## src/core/freq_select_pkg.sv

```systemverilog
// Constants for the frequency selection and watchdog recovery block
package freq_select_pkg;
    // Register offsets, documented byte 15 and two spare bytes after it
    localparam logic [7:0] VENDOR_TEST_CONTROL_OFS = 8'h0f;
    localparam logic [7:0] SPARE_CONTROL_A_OFS     = 8'h10;
    localparam logic [7:0] SPARE_CONTROL_B_OFS     = 8'h11;
    // Block control register, recovery and programmed divider registers, watchdog control and status register
    localparam logic [7:0] FREQ_CONTROL_OFS        = 8'h12;
    localparam logic [7:0] RECOVERY_N_OFS          = 8'h13;
    localparam logic [7:0] RECOVERY_M_OFS          = 8'h14;
    localparam logic [7:0] PROG_N_OFS              = 8'h15;
    localparam logic [7:0] PROG_M_OFS              = 8'h16;
    localparam logic [7:0] WATCHDOG_CONTROL_OFS    = 8'h17;
    // Reset value and write mask of the vendor test byte
    localparam logic [7:0] VENDOR_TEST_RESET       = 8'h03;
    localparam logic [7:0] VENDOR_TEST_MASK        = 8'h03;
    // Field positions of freq_control
    localparam int FREQ_SEL_LSB      = 0;
    localparam int OVERRIDE_BIT      = 5;
    localparam int PROG_EN_BIT       = 7;
    // Field positions of watchdog_control
    localparam int WD_ARM_BIT        = 0;
    localparam int WD_EXPIRED_BIT    = 1;
    localparam int WD_RECOVERY_BIT   = 2;
    localparam int WD_FREQ_SEL_BIT   = 3;
    // Frequency units of 0.1 MHz
    localparam logic [11:0] PROG_MIN_FREQ = 12'h1f4;  // 50.0 MHz
    localparam logic [11:0] PROG_MAX_FREQ = 12'h9b0;  // 248.0 MHz
    localparam logic [11:0] GEAR_CONSTANT = 12'h1e0;  // 48.0 per output set
    // Watchdog timing
    localparam int WD_TIMEOUT_US     = 150000;
    localparam int CLK_MHZ           = 125;
    localparam int WD_TIMEOUT_CYC    = WD_TIMEOUT_US * CLK_MHZ;
    localparam int RESET_PULSE_CYC   = 16;
endpackage

```

## src/core/freq_select_watchdog_recovery.sv

```systemverilog
// Frequency selection, programmable mode and watchdog recovery control
`timescale 1ns/1ns
module freq_select_watchdog_recovery #(
    parameter int WD_TIMEOUT = freq_select_pkg::WD_TIMEOUT_CYC
) (
    // Clock and reset
    input  wire logic        i_core_clk,
    input  wire logic        i_resetn,
    // Strap pins
    input  wire logic [4:0]  i_strap_freq_code,
    // Register port from the serial bus engine
    input  wire logic        i_reg_wr,
    input  wire logic        i_reg_rd,
    input  wire logic [7:0]  i_reg_addr,
    input  wire logic [7:0]  i_reg_wdata,
    output logic      [7:0]  o_reg_rdata,
    // Synthesizer control
    output logic      [11:0] o_cpu_freq,
    output logic      [11:0] o_mid_rate_freq,
    output logic      [11:0] o_pci_freq,
    output logic      [11:0] o_gear_constant,
    output logic      [7:0]  o_pll_n,
    output logic      [6:0]  o_pll_m,
    output logic             o_prog_mode,
    // System reset
    output logic             o_sys_resetn
);
    logic [4:0]  strap_s1_r, strap_s2_r, strap_latched_r;
    logic        strap_taken_r;
    logic [1:0]  strap_wait_r;
    logic [7:0]  vendor_test_r, freq_control_r, rec_n_r, rec_m_r, prog_n_r, prog_m_r;
    logic        wd_arm_r, wd_expired_r, wd_recovery_r, wd_freq_sel_r;
    logic        wd_running_r;
    logic [31:0] wd_count_r;
    logic [7:0]  rst_count_r;
    logic [4:0]  active_code;
    logic        freq_change;
    logic        wd_timeout;
    logic [11:0] cpu_f, mid_f, pci_f;

    // Strap synchroniser and one-time latch after reset release
    always_ff @(posedge i_core_clk or negedge i_resetn) begin
        if (!i_resetn) begin
            strap_s1_r      <= 5'h00;
            strap_s2_r      <= 5'h00;
            strap_latched_r <= 5'h00;
            strap_taken_r   <= 1'b0;
            strap_wait_r    <= 2'h0;
        end else begin
            strap_s1_r <= i_strap_freq_code;
            strap_s2_r <= strap_s1_r;
            // Latch only once the second stage holds a pin value
            if (!strap_taken_r) begin
                if (strap_wait_r == 2'h2) begin
                    strap_latched_r <= strap_s2_r;
                    strap_taken_r   <= 1'b1;
                end else begin
                    strap_wait_r <= strap_wait_r + 2'h1;
                end
            end
        end
    end

    function automatic logic wr_hit(input logic [7:0] ofs);
        return i_reg_wr && (i_reg_addr == ofs);
    endfunction

    // Frequency control registers
    always_ff @(posedge i_core_clk or negedge i_resetn) begin
        if (!i_resetn) begin
            vendor_test_r  <= freq_select_pkg::VENDOR_TEST_RESET;
            freq_control_r <= 8'h00;
            rec_n_r        <= 8'h00;
            rec_m_r        <= 8'h00;
            prog_n_r       <= 8'h00;
            prog_m_r       <= 8'h00;
        end else begin
            if (wr_hit(freq_select_pkg::VENDOR_TEST_CONTROL_OFS)) begin
                vendor_test_r <= i_reg_wdata & freq_select_pkg::VENDOR_TEST_MASK;
            end
            if (wr_hit(freq_select_pkg::FREQ_CONTROL_OFS)) begin
                freq_control_r <= i_reg_wdata & 8'hbf;
            end
            if (wr_hit(freq_select_pkg::RECOVERY_N_OFS)) begin
                rec_n_r <= i_reg_wdata;
            end
            if (wr_hit(freq_select_pkg::RECOVERY_M_OFS)) begin
                rec_m_r <= {1'b0, i_reg_wdata[6:0]};
            end
            if (wr_hit(freq_select_pkg::PROG_N_OFS)) begin
                prog_n_r <= i_reg_wdata;
            end
            if (wr_hit(freq_select_pkg::PROG_M_OFS)) begin
                prog_m_r <= {1'b0, i_reg_wdata[6:0]};
            end
        end
    end

    // A write to freq_control or the programmed N or M register is a frequency change; recovery N/M writes are not
    // Process form so strobe and address read inside wr_hit are watched
    always_comb begin
        freq_change = wr_hit(freq_select_pkg::FREQ_CONTROL_OFS)
                   || wr_hit(freq_select_pkg::PROG_N_OFS)
                   || wr_hit(freq_select_pkg::PROG_M_OFS);
    end

    // Watchdog control and counter
    assign wd_timeout = wd_running_r && (wd_count_r == 32'h0000_0001);

    always_ff @(posedge i_core_clk or negedge i_resetn) begin
        if (!i_resetn) begin
            wd_arm_r      <= 1'b0;
            wd_freq_sel_r <= 1'b0;
            wd_running_r  <= 1'b0;
            wd_count_r    <= 32'h0;
        end else begin
            if (wr_hit(freq_select_pkg::WATCHDOG_CONTROL_OFS)) begin
                wd_arm_r      <= i_reg_wdata[freq_select_pkg::WD_ARM_BIT];
                wd_freq_sel_r <= i_reg_wdata[freq_select_pkg::WD_FREQ_SEL_BIT];
            end
            if (!wd_arm_r || wd_timeout) begin
                wd_running_r <= 1'b0;
                wd_count_r   <= WD_TIMEOUT[31:0];
            end else if (freq_change && !wd_running_r) begin
                wd_running_r <= 1'b1;
                wd_count_r   <= WD_TIMEOUT[31:0];
            end else if (wd_running_r) begin
                wd_count_r <= wd_count_r - 32'h1;
            end
        end
    end

    // Expired flag, set wins over write-one clear
    always_ff @(posedge i_core_clk or negedge i_resetn) begin
        if (!i_resetn) begin
            wd_expired_r <= 1'b0;
        end else if (wd_timeout) begin
            wd_expired_r <= 1'b1;
        end else if (wr_hit(freq_select_pkg::WATCHDOG_CONTROL_OFS)
                     && i_reg_wdata[freq_select_pkg::WD_EXPIRED_BIT]) begin
            wd_expired_r <= 1'b0;
        end
    end

    // Recovery state, left by disarming the watchdog
    always_ff @(posedge i_core_clk or negedge i_resetn) begin
        if (!i_resetn) begin
            wd_recovery_r <= 1'b0;
        end else if (wd_timeout) begin
            wd_recovery_r <= 1'b1;
        end else if (!wd_arm_r) begin
            wd_recovery_r <= 1'b0;
        end
    end

    // System reset pulse
    always_ff @(posedge i_core_clk or negedge i_resetn) begin
        if (!i_resetn) begin
            rst_count_r <= 8'h00;
        end else if (wd_timeout) begin
            rst_count_r <= 8'(freq_select_pkg::RESET_PULSE_CYC);
        end else if (rst_count_r != 8'h00) begin
            rst_count_r <= rst_count_r - 8'h01;
        end
    end

    // Code source choice
    always_comb begin
        if (wd_recovery_r || !freq_control_r[freq_select_pkg::OVERRIDE_BIT]) begin
            active_code = strap_latched_r;
        end else begin
            active_code = freq_control_r[freq_select_pkg::FREQ_SEL_LSB +: 5];
        end
    end

    // Output set table in 0.1 MHz
    always_comb begin
        unique case (active_code)
            5'h00: {cpu_f, mid_f, pci_f} = {12'd1007, 12'd671, 12'd336};
            5'h01: {cpu_f, mid_f, pci_f} = {12'd1009, 12'd673, 12'd336};
            5'h02: {cpu_f, mid_f, pci_f} = {12'd1080, 12'd720, 12'd360};
            5'h03: {cpu_f, mid_f, pci_f} = {12'd1012, 12'd675, 12'd337};
            5'h04: {cpu_f, mid_f, pci_f} = {12'd1140, 12'd760, 12'd380};
            5'h05: {cpu_f, mid_f, pci_f} = {12'd1170, 12'd780, 12'd390};
            5'h06: {cpu_f, mid_f, pci_f} = {12'd1200, 12'd800, 12'd400};
            5'h07: {cpu_f, mid_f, pci_f} = {12'd1230, 12'd820, 12'd410};
            5'h08: {cpu_f, mid_f, pci_f} = {12'd1260, 12'd630, 12'd315};
            5'h09: {cpu_f, mid_f, pci_f} = {12'd1300, 12'd650, 12'd325};
            5'h0a: {cpu_f, mid_f, pci_f} = {12'd1339, 12'd670, 12'd335};
            5'h0b: {cpu_f, mid_f, pci_f} = {12'd1342, 12'd671, 12'd336};
            5'h0c: {cpu_f, mid_f, pci_f} = {12'd1345, 12'd673, 12'd336};
            5'h0d: {cpu_f, mid_f, pci_f} = {12'd1480, 12'd740, 12'd370};
            5'h0e: {cpu_f, mid_f, pci_f} = {12'd1520, 12'd760, 12'd380};
            5'h0f: {cpu_f, mid_f, pci_f} = {12'd1560, 12'd780, 12'd390};
            5'h10: {cpu_f, mid_f, pci_f} = {12'd1600, 12'd800, 12'd400};
            5'h11: {cpu_f, mid_f, pci_f} = {12'd1640, 12'd820, 12'd410};
            5'h12: {cpu_f, mid_f, pci_f} = {12'd1674, 12'd669, 12'd335};
            5'h13: {cpu_f, mid_f, pci_f} = {12'd1700, 12'd680, 12'd340};
            5'h14: {cpu_f, mid_f, pci_f} = {12'd1750, 12'd700, 12'd350};
            5'h15: {cpu_f, mid_f, pci_f} = {12'd1800, 12'd720, 12'd360};
            5'h16: {cpu_f, mid_f, pci_f} = {12'd1850, 12'd740, 12'd370};
            5'h17: {cpu_f, mid_f, pci_f} = {12'd1900, 12'd760, 12'd380};
            5'h18: {cpu_f, mid_f, pci_f} = {12'd1668, 12'd667, 12'd334};
            5'h19: {cpu_f, mid_f, pci_f} = {12'd1002, 12'd668, 12'd334};
            5'h1a: {cpu_f, mid_f, pci_f} = {12'd1336, 12'd668, 12'd334};
            5'h1b: {cpu_f, mid_f, pci_f} = {12'd2004, 12'd668, 12'd334};
            5'h1c: {cpu_f, mid_f, pci_f} = {12'd1666, 12'd666, 12'd333};
            5'h1d: {cpu_f, mid_f, pci_f} = {12'd1000, 12'd666, 12'd333};
            5'h1e: {cpu_f, mid_f, pci_f} = {12'd2000, 12'd666, 12'd333};
            5'h1f: {cpu_f, mid_f, pci_f} = {12'd1333, 12'd666, 12'd333};
        endcase
    end

    // Registered synthesizer outputs
    always_ff @(posedge i_core_clk or negedge i_resetn) begin
        if (!i_resetn) begin
            o_cpu_freq      <= 12'h0;
            o_mid_rate_freq <= 12'h0;
            o_pci_freq      <= 12'h0;
            o_gear_constant <= 12'h0;
            o_pll_n         <= 8'h00;
            o_pll_m         <= 7'h00;
            o_prog_mode     <= 1'b0;
            o_sys_resetn    <= 1'b1;
        end else begin
            o_cpu_freq      <= cpu_f;
            o_mid_rate_freq <= mid_f;
            o_pci_freq      <= pci_f;
            o_gear_constant <= freq_select_pkg::GEAR_CONSTANT;
            o_sys_resetn    <= (rst_count_r == 8'h00) && !wd_timeout;
            if (wd_recovery_r) begin
                o_prog_mode <= wd_freq_sel_r;
                o_pll_n     <= rec_n_r;
                o_pll_m     <= rec_m_r[6:0];
            end else begin
                o_prog_mode <= freq_control_r[freq_select_pkg::PROG_EN_BIT];
                o_pll_n     <= prog_n_r;
                o_pll_m     <= prog_m_r[6:0];
            end
        end
    end

    // Read mux; spare and unmapped bytes read zero
    always_comb begin
        o_reg_rdata = 8'h00;
        if (i_reg_rd) begin
            unique case (i_reg_addr)
                freq_select_pkg::VENDOR_TEST_CONTROL_OFS: o_reg_rdata = vendor_test_r;
                freq_select_pkg::FREQ_CONTROL_OFS:        o_reg_rdata = freq_control_r;
                freq_select_pkg::RECOVERY_N_OFS:          o_reg_rdata = rec_n_r;
                freq_select_pkg::RECOVERY_M_OFS:          o_reg_rdata = rec_m_r;
                freq_select_pkg::PROG_N_OFS:              o_reg_rdata = prog_n_r;
                freq_select_pkg::PROG_M_OFS:              o_reg_rdata = prog_m_r;
                freq_select_pkg::WATCHDOG_CONTROL_OFS:
                    o_reg_rdata = {4'h0, wd_freq_sel_r, wd_recovery_r, wd_expired_r, wd_arm_r};
                default:                                  o_reg_rdata = 8'h00;
            endcase
        end
    end
endmodule
```

## config.mk

```make
export PLATFORM = sky130hd
export DESIGN_NAME = freq_select_watchdog_recovery
export DESIGN_NICKNAME = d
export VERILOG_FILES = /design/src/core/freq_select_pkg.sv /design/src/core/freq_select_watchdog_recovery.sv
export SDC_FILE = /design/constraint.sdc
export NUM_CORES = 1
export LEC_CHECK = 0
export BUFFER_PORTS_ARGS = -buffer_cell sky130_fd_sc_hd__buf_2
export CAP_MARGIN = 20
export CELL_PAD_IN_SITES_DETAIL_PLACEMENT = 0
export CELL_PAD_IN_SITES_GLOBAL_PLACEMENT = 1
export CORE_MARGIN = 2
export CORE_UTILIZATION = 30
export CTS_CLUSTER_DIAMETER = 120
export DETAILED_ROUTE_END_ITERATION = 10
export PLACE_DENSITY = 0.66
export SYNTH_ARGS = -nofsm -noshare
export SYNTH_HDL_FRONTEND = slang
export SYNTH_SLANG_ARGS = --single-unit
```

## constraint.sdc

```tcl
create_clock -name i_core_clk -period 3.6 [get_ports i_core_clk]
set_input_delay 0.54 -clock i_core_clk [delete_from_list [all_inputs] [get_ports i_core_clk]]
set_output_delay 0.54 -clock i_core_clk [all_outputs]
set_load 0.005 [all_outputs]
```

# ---- Yosys cells after proc, flatten, opt, wreduce, memory -nomap -nowiden
# Memory sizes are Yosys's and may differ from the RTL's. A register that Yosys moved wholly into a read port is not among the register bits.
# Cells that the tools add are included.
dict set report classes {
  addsub 3
  eq_ne 10
  muxes 19
  n_bitwise 2
  n_reduce_logical 28
}
# cell n
set op_table {}
lappend op_table {{2-to-1 mux 32 bit} 3}
lappend op_table {{one-hot mux 8 bit (7 select lines)} 1}
lappend op_table {{== test 8 x 5 -> 1 bit, second input constant} 6}
lappend op_table {{== test 32 x 1 -> 1 bit, second input constant} 1}
lappend op_table {{2-to-1 mux 8 bit} 4}
lappend op_table {{subtractor 32 x 1 -> 32 bit, second input constant} 1}
lappend op_table {{logical AND 1 bit} 11}
lappend op_table {{2-to-1 mux 1 bit} 9}
lappend op_table {{== test 8 x 4 -> 1 bit, second input constant} 1}
lappend op_table {{logical NOT 8 bit} 1}
lappend op_table {{nonzero test 8 bit} 1}
lappend op_table {{subtractor 8 x 1 -> 8 bit, second input constant} 1}
lappend op_table {{2-to-1 mux 7 bit} 1}
lappend op_table {{nonzero test 2 bit} 3}
lappend op_table {{logical NOT 1 bit} 5}
lappend op_table {{2-to-1 mux 5 bit} 1}
lappend op_table {{logical OR 1 bit} 4}
lappend op_table {{AND reduction 2 bit} 2}
lappend op_table {{nonzero test 3 bit} 1}
lappend op_table {{adder 2 x 1 -> 2 bit, second input constant} 1}
lappend op_table {{== test 2 bit, second input constant} 1}
lappend op_table {{!= test 2 x 1 -> 1 bit, second input constant} 1}
lappend op_table {{NOT 1 bit} 2}
dict set report totals {
  reg_bits 156
  romBits 896
  input_bits 25
  out_inout_bits 73
  word_cells 89
  mem_count 1
}
# memory depth word_bits read_ports rd_ports_with_merged_regs wr line_no
set mem_list {}
lappend mem_list {{(name not given)} 32 28 1 1 0 freq_select_watchdog_recovery.sv:178} ;# unique case (active_code)

# ---- Longest topological paths before layout
# Gate-level depths: netlist of run 1.
dict set report depth {
  word_depth 7
  mapped_depth 10
  mapped_depth_nobuf 8
}

# ---- Least setup slack after synthesis of run 1
# OpenSTA, ideal clock, no wires.
dict set report synth_path {
  path_kind {reg-to-reg}
  start {reg freq_control_r[5]}
  end {reg o_cpu_freq[7]}
  setup_ns 0.082
  arrival_ns 2.458
  required_ns 3.518
  path_slack_ns 1.060
  stages_incl_launch_ff 10
  path_buffers 1
  period_less_slack_ns 2.540
  path_cell_list {dfrtp_1 -> nand2b_1 -> mux2_2 -> inv_1 -> ha_1 -> clkbuf_1 -> inv_1 -> mux4_2 -> and2_1 -> a31oi_1}
}
dict set report synth_between {
  elab_chain_len 3
}
# element line_no
set synth_rtl {}
lappend synth_rtl {{start, declared} freq_select_watchdog_recovery.sv:31} ;# logic [7:0] vendor_test_r, freq_control_r, rec_n_r, rec_m_r, prog_n_r, prog_m_r;
lappend synth_rtl {{start signal, assigned} freq_select_watchdog_recovery.sv:82} ;# freq_control_r <= i_reg_wdata & 8'hbf;
lappend synth_rtl {{logical NOT 1 bit} freq_select_watchdog_recovery.sv:169} ;# if (wd_recovery_r || !freq_control_r[freq_select_pkg::OVERRIDE_BIT]) begin
lappend synth_rtl {{logical OR 1 bit} freq_select_watchdog_recovery.sv:169}
lappend synth_rtl {{2-to-1 mux 5 bit} freq_select_watchdog_recovery.sv:169}
lappend synth_rtl {{end, declared} freq_select_watchdog_recovery.sv:18} ;# output logic [11:0] o_cpu_freq,
# No other way between the ends.
# A chain may end at the register's enable or synchronous reset.

# ---- Worst setup path in the final report of run 1
dict set report layout_path {
  start {in i_reg_addr[5]}
  end {out o_reg_rdata[0]}
}
dict set report layout_between {
  elab_chain_len 3
  word_cells_on_any_way 9
  cone_classes {eq/ne (7); mux (2)}
}
# element line_no
set layout_rtl {}
lappend layout_rtl {{start, declared} freq_select_watchdog_recovery.sv:14} ;# input wire logic [7:0] i_reg_addr,
lappend layout_rtl {{== test 8 x 5 -> 1 bit / == test 8 x 4 -> 1 bit (equally long branches)} freq_select_watchdog_recovery.sv:247} ;# unique case (i_reg_addr)
lappend layout_rtl {{one-hot mux 8 bit (7 select lines) *} freq_select_watchdog_recovery.sv:247}
lappend layout_rtl {{2-to-1 mux 8 bit *} freq_select_watchdog_recovery.sv:246} ;# if (i_reg_rd) begin
lappend layout_rtl {{end, declared} freq_select_watchdog_recovery.sv:16} ;# output logic [7:0] o_reg_rdata,
# Mark *: on every way between the ends. The rest lies on a longest branch, timed or not.

==> results of run 1 <==
## power by group through the flow
stage                     clock [mW]  sequential [mW]  combinational [mW]
after floorplan                    0             1.76               0.209
after global placement             0             1.76               0.353
after detailed placement           0             1.76               0.353
after CTS                       1.71             1.73               0.354
after global routing            1.78             1.74               0.391
final                           1.66             1.73               0.350
## registers in the layout (all words and copies together) (netlist names), 8 cells and up
name and cells:
wd_count_r 32, rec_n_r 8, o_cpu_freq 11, o_pci_freq 8, prog_n_r 8, rst_count_r 8, o_pll_n 8
## synthesized netlist by cell type, types with 13 or more instances
master	n	area, sq um
a21oi_1	39	195
buf_4	22	165
clkbuf_1	27	101
dfrtp_1	142	3550
ha_1	15	188
mux2_2	63	709
mux2i_1	15	150
nand2_1	54	203
nand3_1	15	75.1
nor2_1	45	169
nor3_1	21	105
o21ai_0	28	140
xnor2_1	13	114
## worst reg2reg max path, delay by kind of cell, from the launching register on
| kind | cells | cell delay [ps] |
|---|---|---|
| compound gates | 1 | 130 |
| fa+ha+maj | 1 | 510 |
| buf+inv | 2 | 500 |
| flops | 1 | 420 |
| mux | 2 | 970 |
| simple gates | 2 | 350 |
## layer usage
layer / track usage / vias up / routed length, um
li1: - / 2611 / -
met1: 0.211 / 2702 / 9160
met2: 0.230 / 124 / 8620
met3: 0.0267 / 22 / 640
met4: 0.0459 / 0 / 241
met5: 0 / - / 0
## stage by stage
stage	util	setup WS (ps)	std cells	total power [mW]	cell area [sq um]
floorplan	-	1060	704	1.97	7470
global placement	0.333	521	1065	2.11	8090
detailed placement	0.333	521	1065	2.11	8090
CTS	0.355	525	1097	3.79	8640
global route	0.355	435	1097	3.90	8640
finish	0.355	561	1097	3.74	8640
## worst paths after layout
kind                                   to  slack, ps  cells after the start
setup / recovery           o_reg_rdata[0]        560                      7
hold / removal                 o_pll_m[4]         80                      1
setup reg to reg            o_cpu_freq[7]        650                      8
hold reg to reg             strap_s2_r[3]        350                      0
max in group asynchronous    o_sys_resetn       2740                      2
min in group i_core_clk     strap_s1_r[0]        220                      1
## logic make-up after synthesis
group,Yosys count,share of synthesized area
xor gates and xnor gates,22,0.0260
adders and majority gates,15,0.0253
other,2,0.00101
AOI/OAI and AO/OA,133,0.115
muxes,85,0.136
DFF,145,0.489
and+or+nand+nor,216,0.157
buffers and inverters,73,0.0509
## final cells by class
type                       count  area (sq um)  area share
clock inverter                12          98.8      0.0114
multi-input combinational    486          3470       0.401
tap                          324           405      0.0469
sequential                   145          3630       0.420
inverter                      13          48.8     0.00565
timing repair buffer          97           539      0.0624
clock buffer                  20           447      0.0517
==> impl_metrics.json, run 1 <==
{
  "worstSkewPairLatency_ps": 420,
  "finalSetupViolCount": 0,
  "syn-mean-instance-area_sq_um": 10.7,
  "hold_violations": 0,
  "antenna_found_initial": 1,
  "path_clk_slew_ps": 60,
  "cp_num_buf_inv": 2,
  "cts_hold_buf": 0,
  "clock_skew_ps": 8.57,
  "finalNetCount": 800,
  "yosysWarnings": 0,
  "dp_hpwl_mm": 12.5,
  "die_x_um": 161,
  "cts_buffers": 17,
  "synth_seq_cells": 145,
  "grt_pass1_vias": 5575,
  "critical_path_required_ps": 3060,
  "synthToLayoutAreaGrowth_pct": 16.3,
  "tightest_slew_ps": 806,
  "synthArstFlopShare": 1.00,
  "portBuffers": 83,
  "drtAntennaViolNets": 0,
  "cpLargestDelayFamily": "simple AND/OR/NAND/NOR gates",
  "htreeDepth": 4,
  "hold_class": "input port to asynchronous set/reset pin",
  "fmax_mhz": 329,
  "holdWs_ps": 83.0,
  "combPwrFrac": 0.094,
  "post_cts_resized": 0,
  "cts-root-buf": "clkbuf_16",
  "postCtsSetupRepairBufs": 0,
  "rsz0062_at_grt": "no",
  "outcome": "completed",
  "switching_share": 0.265,
  "path_cells": "buf_2 -> nor3_1 -> nand2_1 -> nor3_2 -> a22oi_1 -> a21oi_1 -> buf_2",
  "p_sw_mw": 0.990,
  "clkPwrFrac": 0.444,
  "final_common_cell": "dfrtp_1",
  "p_leak_nw": 3.76,
  "io_pins": 98,
  "routed_wl_mm": 18.7,
  "track_usage": 0.148,
  "drt-wirelength-per-cell_um": 17.0,
  "tns_ps": 0,
  "drc": 0,
  "synth_area_sq_um": 7420,
  "p_seq_frac": 0.463,
  "critPathArrivalTime_ps": 2500,
  "power_density_nw_per_um2": 433,
  "synth_top_flop_cell": "dfrtp_1",
  "r2r_start": "freq_control_r[5]",
  "drv_cap": 0,
  "drive_above_1_share": 0.281,
  "crit_type": "input port to output port",
  "nFillCells": 2461,
  "die-area_sq_um": 26000,
  "floorplan.initialDensity": 0.305,
  "drtIter0Drc": 332,
  "drv_slew": 0,
  "cts_tree": "yes",
  "cp-start-kind": "input port",
  "fp.dieH_um": 161,
  "synth_edf_count": 0,
  "cp_slowest_stage_delay_ps": 580,
  "crit_path_frequent_cell": "buf_2",
  "cp-end-kind": "output port",
  "irDropWorstVdd_uv": 248,
  "layout_common_cells": "142 x dfrtp_1, 82 x buf_2, 63 x mux2_2, 54 x nand2_1, 45 x nor2_1",
  "p_int_mw": 2.75,
  "crit_start": "i_reg_addr[5]",
  "diodes": 0,
  "rows": 57,
  "slew_headroom": 0.463,
  "vias": 5459,
  "vias_per_cell": 4.98,
  "overflow": 0,
  "path_max_fanout": 8,
  "first_pass_iters": 5,
  "fin_crit_ps": 3040,
  "routabilityCongestion": 0.786,
  "grt_max_degree": 62,
  "synthCells": 691,
  "ys_types": 68,
  "cp_slowest_cell": "nor3_2",
  "clock_path_buffers": 2,
  "core_area_sq_um": 24300,
  "ys_seq_area_frac": 0.489,
  "cts_sinks": 145,
  "period_share": 0.844,
  "grt_pass1_wl_mm": 30.6
}
Note: power is estimated with default switching activity, not from simulation.
==> run 2, diff against run 1 <==
PLACE_DENSITY = 0.69   (was 0.66)
clock period = 2.75 ns   (was 3.6 ns; I/O delays follow)
==> run 2 against run 1 <==
The run now ends with hold timing left. First-iteration DRC count up 21%. Clock skew increased by 2.1 ps. Sequential power increased by 31%. Worst setup slack lost 390 ps. Combinational power increased by 38%. Sequential share of layout area shrank 1.4 points. Utilization up 1.2 points. Sequential cell count did not move. Design area rose by 3.4%. Critical path type is now register to register. Largest power group is now the clock network.
==> impl_metrics.json, run 2 (synthesis results as in run 1) <==
{
  "critPathArrivalTime_ps": 2920,
  "dp_cells": 1093,
  "slew_headroom": 0.475,
  "drive_above_1_share": 0.308,
  "power_density_nw_per_um2": 577,
  "layout.cells.non_filler": 1125,
  "combPwrFrac": 0.094,
  "rows": 57,
  "overflow": 0,
  "layout_common_cells": "142 x dfrtp_1, 82 x buf_2, 63 x mux2_2, 54 x nand2_1, 45 x nor2_1",
  "synthToLayoutAreaGrowth_pct": 20.3,
  "postCtsSetupRepairBufs": 0,
  "regMostFlops": "wd_count_r",
  "cp-end-kind": "register",
  "path_max_fanout": 5,
  "drtAntennaViolNets": 0,
  "finalNetCount": 828,
  "io_pins": 98,
  "fmax_mhz": 387,
  "post_cts_resized": 0,
  "critical_path_required_ps": 3080,
  "cts_tree": "yes",
  "fp.dieH_um": 161,
  "stdcell_area_sq_um": 8930,
  "worstSkewPairLatency_ps": 440,
  "clock_path_buffers": 2,
  "tightest_slew_ps": 784,
  "diodes": 0,
  "crit_type": "register to register",
  "routabilityCongestion": 0.841,
  "grt_max_degree": 71,
  "multi_input_area_sq_um": 3470,
  "first_pass_iters": 5,
  "htreeDepth": 4,
  "core_area_sq_um": 24300,
  "hold_violations": 2,
  "drc": 0,
  "cts_hold_buf": 0,
  "clkPwrFrac": 0.467,
  "cts_buffers": 17,
  "reg.largest.list": "wd_count_r x32, o_cpu_freq x11",
  "drv_slew": 0,
  "antenna_found_initial": 0,
  "nFillCells": 2396,
  "die-area_sq_um": 26000,
  "grt_pass1_vias": 5605,
  "vias_per_cell": 4.96,
  "vias": 5581,
  "p_int_mw": 3.74,
  "track_usage": 0.148,
  "dpl_cell_area_sq_um": 8320,
  "drt-wirelength-per-cell_um": 16.5,
  "tns_ps": 0,
  "outcome": "finished with violations",
  "path_clk_slew_ps": 70,
  "switching_share": 0.275,
  "floorplan.initialDensity": 0.305,
  "routed_wl_mm": 18.6,
  "violations": "hold timing",
  "rsz0062_at_grt": "no",
  "dp_hpwl_mm": 12.9,
  "cts_sinks": 145,
  "clock_skew_ps": 10.7,
  "period_share": 0.940,
  "cts-root-buf": "clkbuf_16",
  "drtIter0Drc": 402,
  "grt_pass1_wl_mm": 30.4,
  "portBuffers": 83,
  "final_common_cell": "dfrtp_1",
  "die_x_um": 161,
  "hold_class": "input port to asynchronous set/reset pin",
  "finalSetupViolCount": 0,
  "largest_reg_flops": 32,
  "holdWs_ps": -2.45,
  "p_leak_nw": 3.95,
  "p_sw_mw": 1.41,
  "fin_crit_ps": 2580,
  "irDropWorstVdd_uv": 462,
  "dpl_worst_slack_ps": 239,
  "drv_cap": 0,
  "p_seq_frac": 0.440,
  "fin_ws_ps": 166,
  "ff_latch_area_sq_um": 3630,
  "cp-start-kind": "register"
}
-- run 2: cell count changes in the layout (fill, tap and decap cells not counted), moves of 2 or more --
cell        before  now
buf_4           13   40
clkbuf_1         2    0
clkinv_8         0    3
clkinvlp_4       4    0
inv_8            1    6
-- run 2: final cells by class --
class                           instances  area share
Inverter                               13     0.00546
Tap cell                              324      0.0454
Sequential cell                       145       0.407
Clock inverter                         15      0.0213
Clock buffer                           17      0.0476
Timing Repair Buffer                  125      0.0853
Multi-Input combinational cell        486       0.388
-- run 2: power by group through the flow --
stage          Clock [mW]  Sequential (mW)  Combinational (mW)
2_1_floorplan           0             2.30               0.274
3_3_place_gp            0             2.31               0.486
3_5_place_dp            0             2.31               0.485
4_1_cts              2.47             2.27               0.487
5_1_grt              2.56             2.28               0.537
6_report             2.40             2.27               0.482
-- run 2: routing by layer --
| metal | part of all wire | vias to the layer above | global-route usage |
|---|---|---|---|
| li1 | - | 2662 | - |
| met1 | 0.49 | 2753 | 0.207 |
| met2 | 0.45 | 147 | 0.226 |
| met3 | 0.043 | 19 | 0.0316 |
| met4 | 0.016 | 0 | 0.0536 |
| met5 | 0 | - | 0 |
-- run 2: critical path, stage by stage, from the launching register on --
cell	delay, ps
dfrtp_1	420
nor2b_1	220
mux2i_1	440
inv_1	120
ha_1	300
a211oi_1	510
a21oi_1	80
a2bb2oi_1	160
o21ai_0	240
-- run 2: through the flow --
step / utilization / power [mW]
CTS: 0.367 / 5.22
detailed placement: 0.342 / 2.79
floorplan: - / 2.58
global route: 0.367 / 5.37
global placement: 0.342 / 2.79
finish: 0.367 / 5.15
-- run 2: final timing paths --
| path | depth (start not counted) | slack, ps | from | to |
|---|---|---|---|---|
| hold reg to reg | 0 | 350 | strap_s1_r[3] | strap_s2_r[3] |
| hold / removal | 1 | -2 | i_resetn | strap_s1_r[0] |
| min in group i_core_clk | 1 | 80 | i_strap_freq_code[1] | strap_s1_r[1] |
| setup reg to reg | 8 | 170 | freq_control_r[5] | o_mid_rate_freq[0] |
| setup / recovery | 8 | 170 | freq_control_r[5] | o_mid_rate_freq[0] |
| max in group asynchronous | 2 | 1990 | i_resetn | o_sys_resetn |
==> run 3, diff against run 2 <==
BUFFER_PORTS_ARGS = -buffer_cell sky130_fd_sc_hd__buf_4   (was -buffer_cell sky130_fd_sc_hd__buf_2)
CTS_BUF_LIST = sky130_fd_sc_hd__clkbuf_16   (was not set)
==> run 3 against run 2 <==
The flow now finishes without violations. Sequential share of layout area fell by 0.91 points. Count of clock-buffer cells in the layout unchanged. Register-to-register slack improved by 70 ps. Highest routed layer unchanged.
==> impl_metrics.json, run 3 (synthesis results as in run 1) <==
{
  "slew_headroom": 0.493,
  "critical_path_required_ps": 3100,
  "cts-root-buf": "clkbuf_16",
  "cp_slowest_stage_delay_ps": 470,
  "drv_cap": 0,
  "critPathArrivalTime_ps": 2860,
  "p_int_mw": 3.75,
  "die_x_um": 161,
  "fin_crit_ps": 2520,
  "drv_slew": 0,
  "grt_pass1_wl_mm": 31.6,
  "track_usage": 0.153,
  "routabilityCongestion": 0.811,
  "cts_sinks": 145,
  "grt_max_degree": 59,
  "final_common_cell": "dfrtp_1",
  "grt_pass1_vias": 5714,
  "switching_share": 0.266,
  "dp_hpwl_mm": 13.3,
  "antenna_found_initial": 0,
  "clkPwrFrac": 0.454,
  "p_sw_mw": 1.36,
  "cp-end-kind": "register",
  "rsz0062_at_grt": "no",
  "htreeDepth": 4,
  "layout.cells.non_filler": 1128,
  "p_leak_nw": 4.00,
  "finalNetCount": 830,
  "hold_violations": 0,
  "path_cells": "nand2b_1 -> mux2_2 -> inv_1 -> ha_1 -> mux4_2 -> and2_1 -> a31oi_1",
  "postCtsSetupRepairBufs": 0,
  "path_max_fanout": 14,
  "cts_tree": "yes",
  "total_power_mw": 5.11,
  "layout_common_cells": "142 x dfrtp_1, 123 x buf_4, 63 x mux2_2, 54 x nand2_1, 45 x nor2_1",
  "holdPathStages": 1,
  "floorplan.initialDensity": 0.305,
  "synthToLayoutAreaGrowth_pct": 23.1,
  "outcome": "completed",
  "first_pass_iters": 4,
  "regMostFlops": "wd_count_r",
  "power_density_nw_per_um2": 560,
  "cpLargestDelayFamily": "multiplexers",
  "drive_above_1_share": 0.310,
  "largest_reg_flops": 32,
  "vias": 5567,
  "drtAntennaViolNets": 0,
  "cp_num_buf_inv": 1,
  "combPwrFrac": 0.102,
  "drt-wirelength-per-cell_um": 16.9,
  "r2r_cells": 7,
  "routed_wl_mm": 19.0,
  "tns_ps": 0,
  "tightest_slew_ps": 756,
  "die-area_sq_um": 26000,
  "path_clk_slew_ps": 70,
  "crit_type": "register to register",
  "hold_end": "strap_s1_r[1]",
  "fp.dieH_um": 161,
  "nFillCells": 2402,
  "cp-start-kind": "register",
  "r2r_slack_ps": 230,
  "r2r-end": "o_cpu_freq[7]",
  "drc": 0,
  "fmax_mhz": 398,
  "vias_per_cell": 4.94,
  "clock_skew_ps": 6.73,
  "cts_buffers": 17,
  "drtIter0Drc": 404,
  "worstSkewPairLatency_ps": 420,
  "min_from": "i_strap_freq_code[1]",
  "period_share": 0.915,
  "holdWs_ps": 93.5,
  "core_area_sq_um": 24300,
  "dp_cells": 1094,
  "overflow": 0,
  "hold_class": "input port to register",
  "cp_slowest_cell": "mux2_2",
  "irDropWorstVdd_uv": 395,
  "clock_path_buffers": 2,
  "portBuffers": 83,
  "io_pins": 98,
  "finalSetupViolCount": 0,
  "r2r_start": "wd_recovery_r",
  "p_seq_frac": 0.444,
  "reg.largest.list": "wd_count_r x32, o_cpu_freq x11",
  "rows": 57
}
==> run 3: layout make-up <==
cell class | instances | area (sq um) | share of cell area
Antenna cell | 1 | 2.50 | 0.000274
Clock buffer | 17 | 425 | 0.0466
Clock inverter | 15 | 165 | 0.0181
Inverter | 13 | 48.8 | 0.00534
Multi-Input combinational cell | 486 | 3470 | 0.380
Sequential cell | 145 | 3630 | 0.398
Tap cell | 324 | 405 | 0.0444
Timing Repair Buffer | 127 | 985 | 0.108
==> run 3: worst max-delay path by stage <==
stage / cells after the start / start / end
global route: 7 / wd_recovery_r / o_cpu_freq[7]
global placement: 7 / wd_recovery_r / o_cpu_freq[7]
finish: 7 / wd_recovery_r / o_cpu_freq[7]
CTS: 7 / wd_recovery_r / o_cpu_freq[7]
detailed placement: 7 / wd_recovery_r / o_cpu_freq[7]
floorplan: 9 / freq_control_r[5] / o_cpu_freq[7]
==> run 3: worst register-to-register path: stages, from the launching register on <==
cell and delay [ps]:
dfrtp_1 430, nand2b_1 250, mux2_2 470, inv_1 180
ha_1 360, mux4_2 470, and2_1 160, a31oi_1 120
==> run 3: what timing repair did <==
action	in CTS	in global routing
setup endpoints to repair	0	1
hold buffers	1	0
resized for setup	0	1
endpoints found under the hold margin	53	0
==> run 3: per-stage QoR <==
| step | worst slack [ps] | util | instance area (sq um) |
|---|---|---|---|
| floorplan | 210 | - | 7470 |
| global placement | 336 | 0.351 | 8530 |
| detailed placement | 261 | 0.351 | 8530 |
| CTS | 246 | 0.375 | 9130 |
| global route | 83.6 | 0.376 | 9130 |
| finish | 235 | 0.376 | 9140 |
==> run 3: power by group through the flow <==
stage	clock network, mW	registers [mW]	logic [mW]
after global routing	2.47	2.28	0.577
after CTS	2.39	2.27	0.527
after floorplan	0	2.30	0.274
after global placement	0	2.31	0.523
after detailed placement	0	2.31	0.523
final	2.32	2.27	0.519
==> run 3: metal layers <==
layer / vias up / track usage / routed length (um)
met1: 2771 / 0.217 / 9230
met2: 130 / 0.235 / 8840
met4: 0 / 0.0515 / 247
met3: 13 / 0.0298 / 711
li1: 2653 / - / -
met5: - / 0 / 0
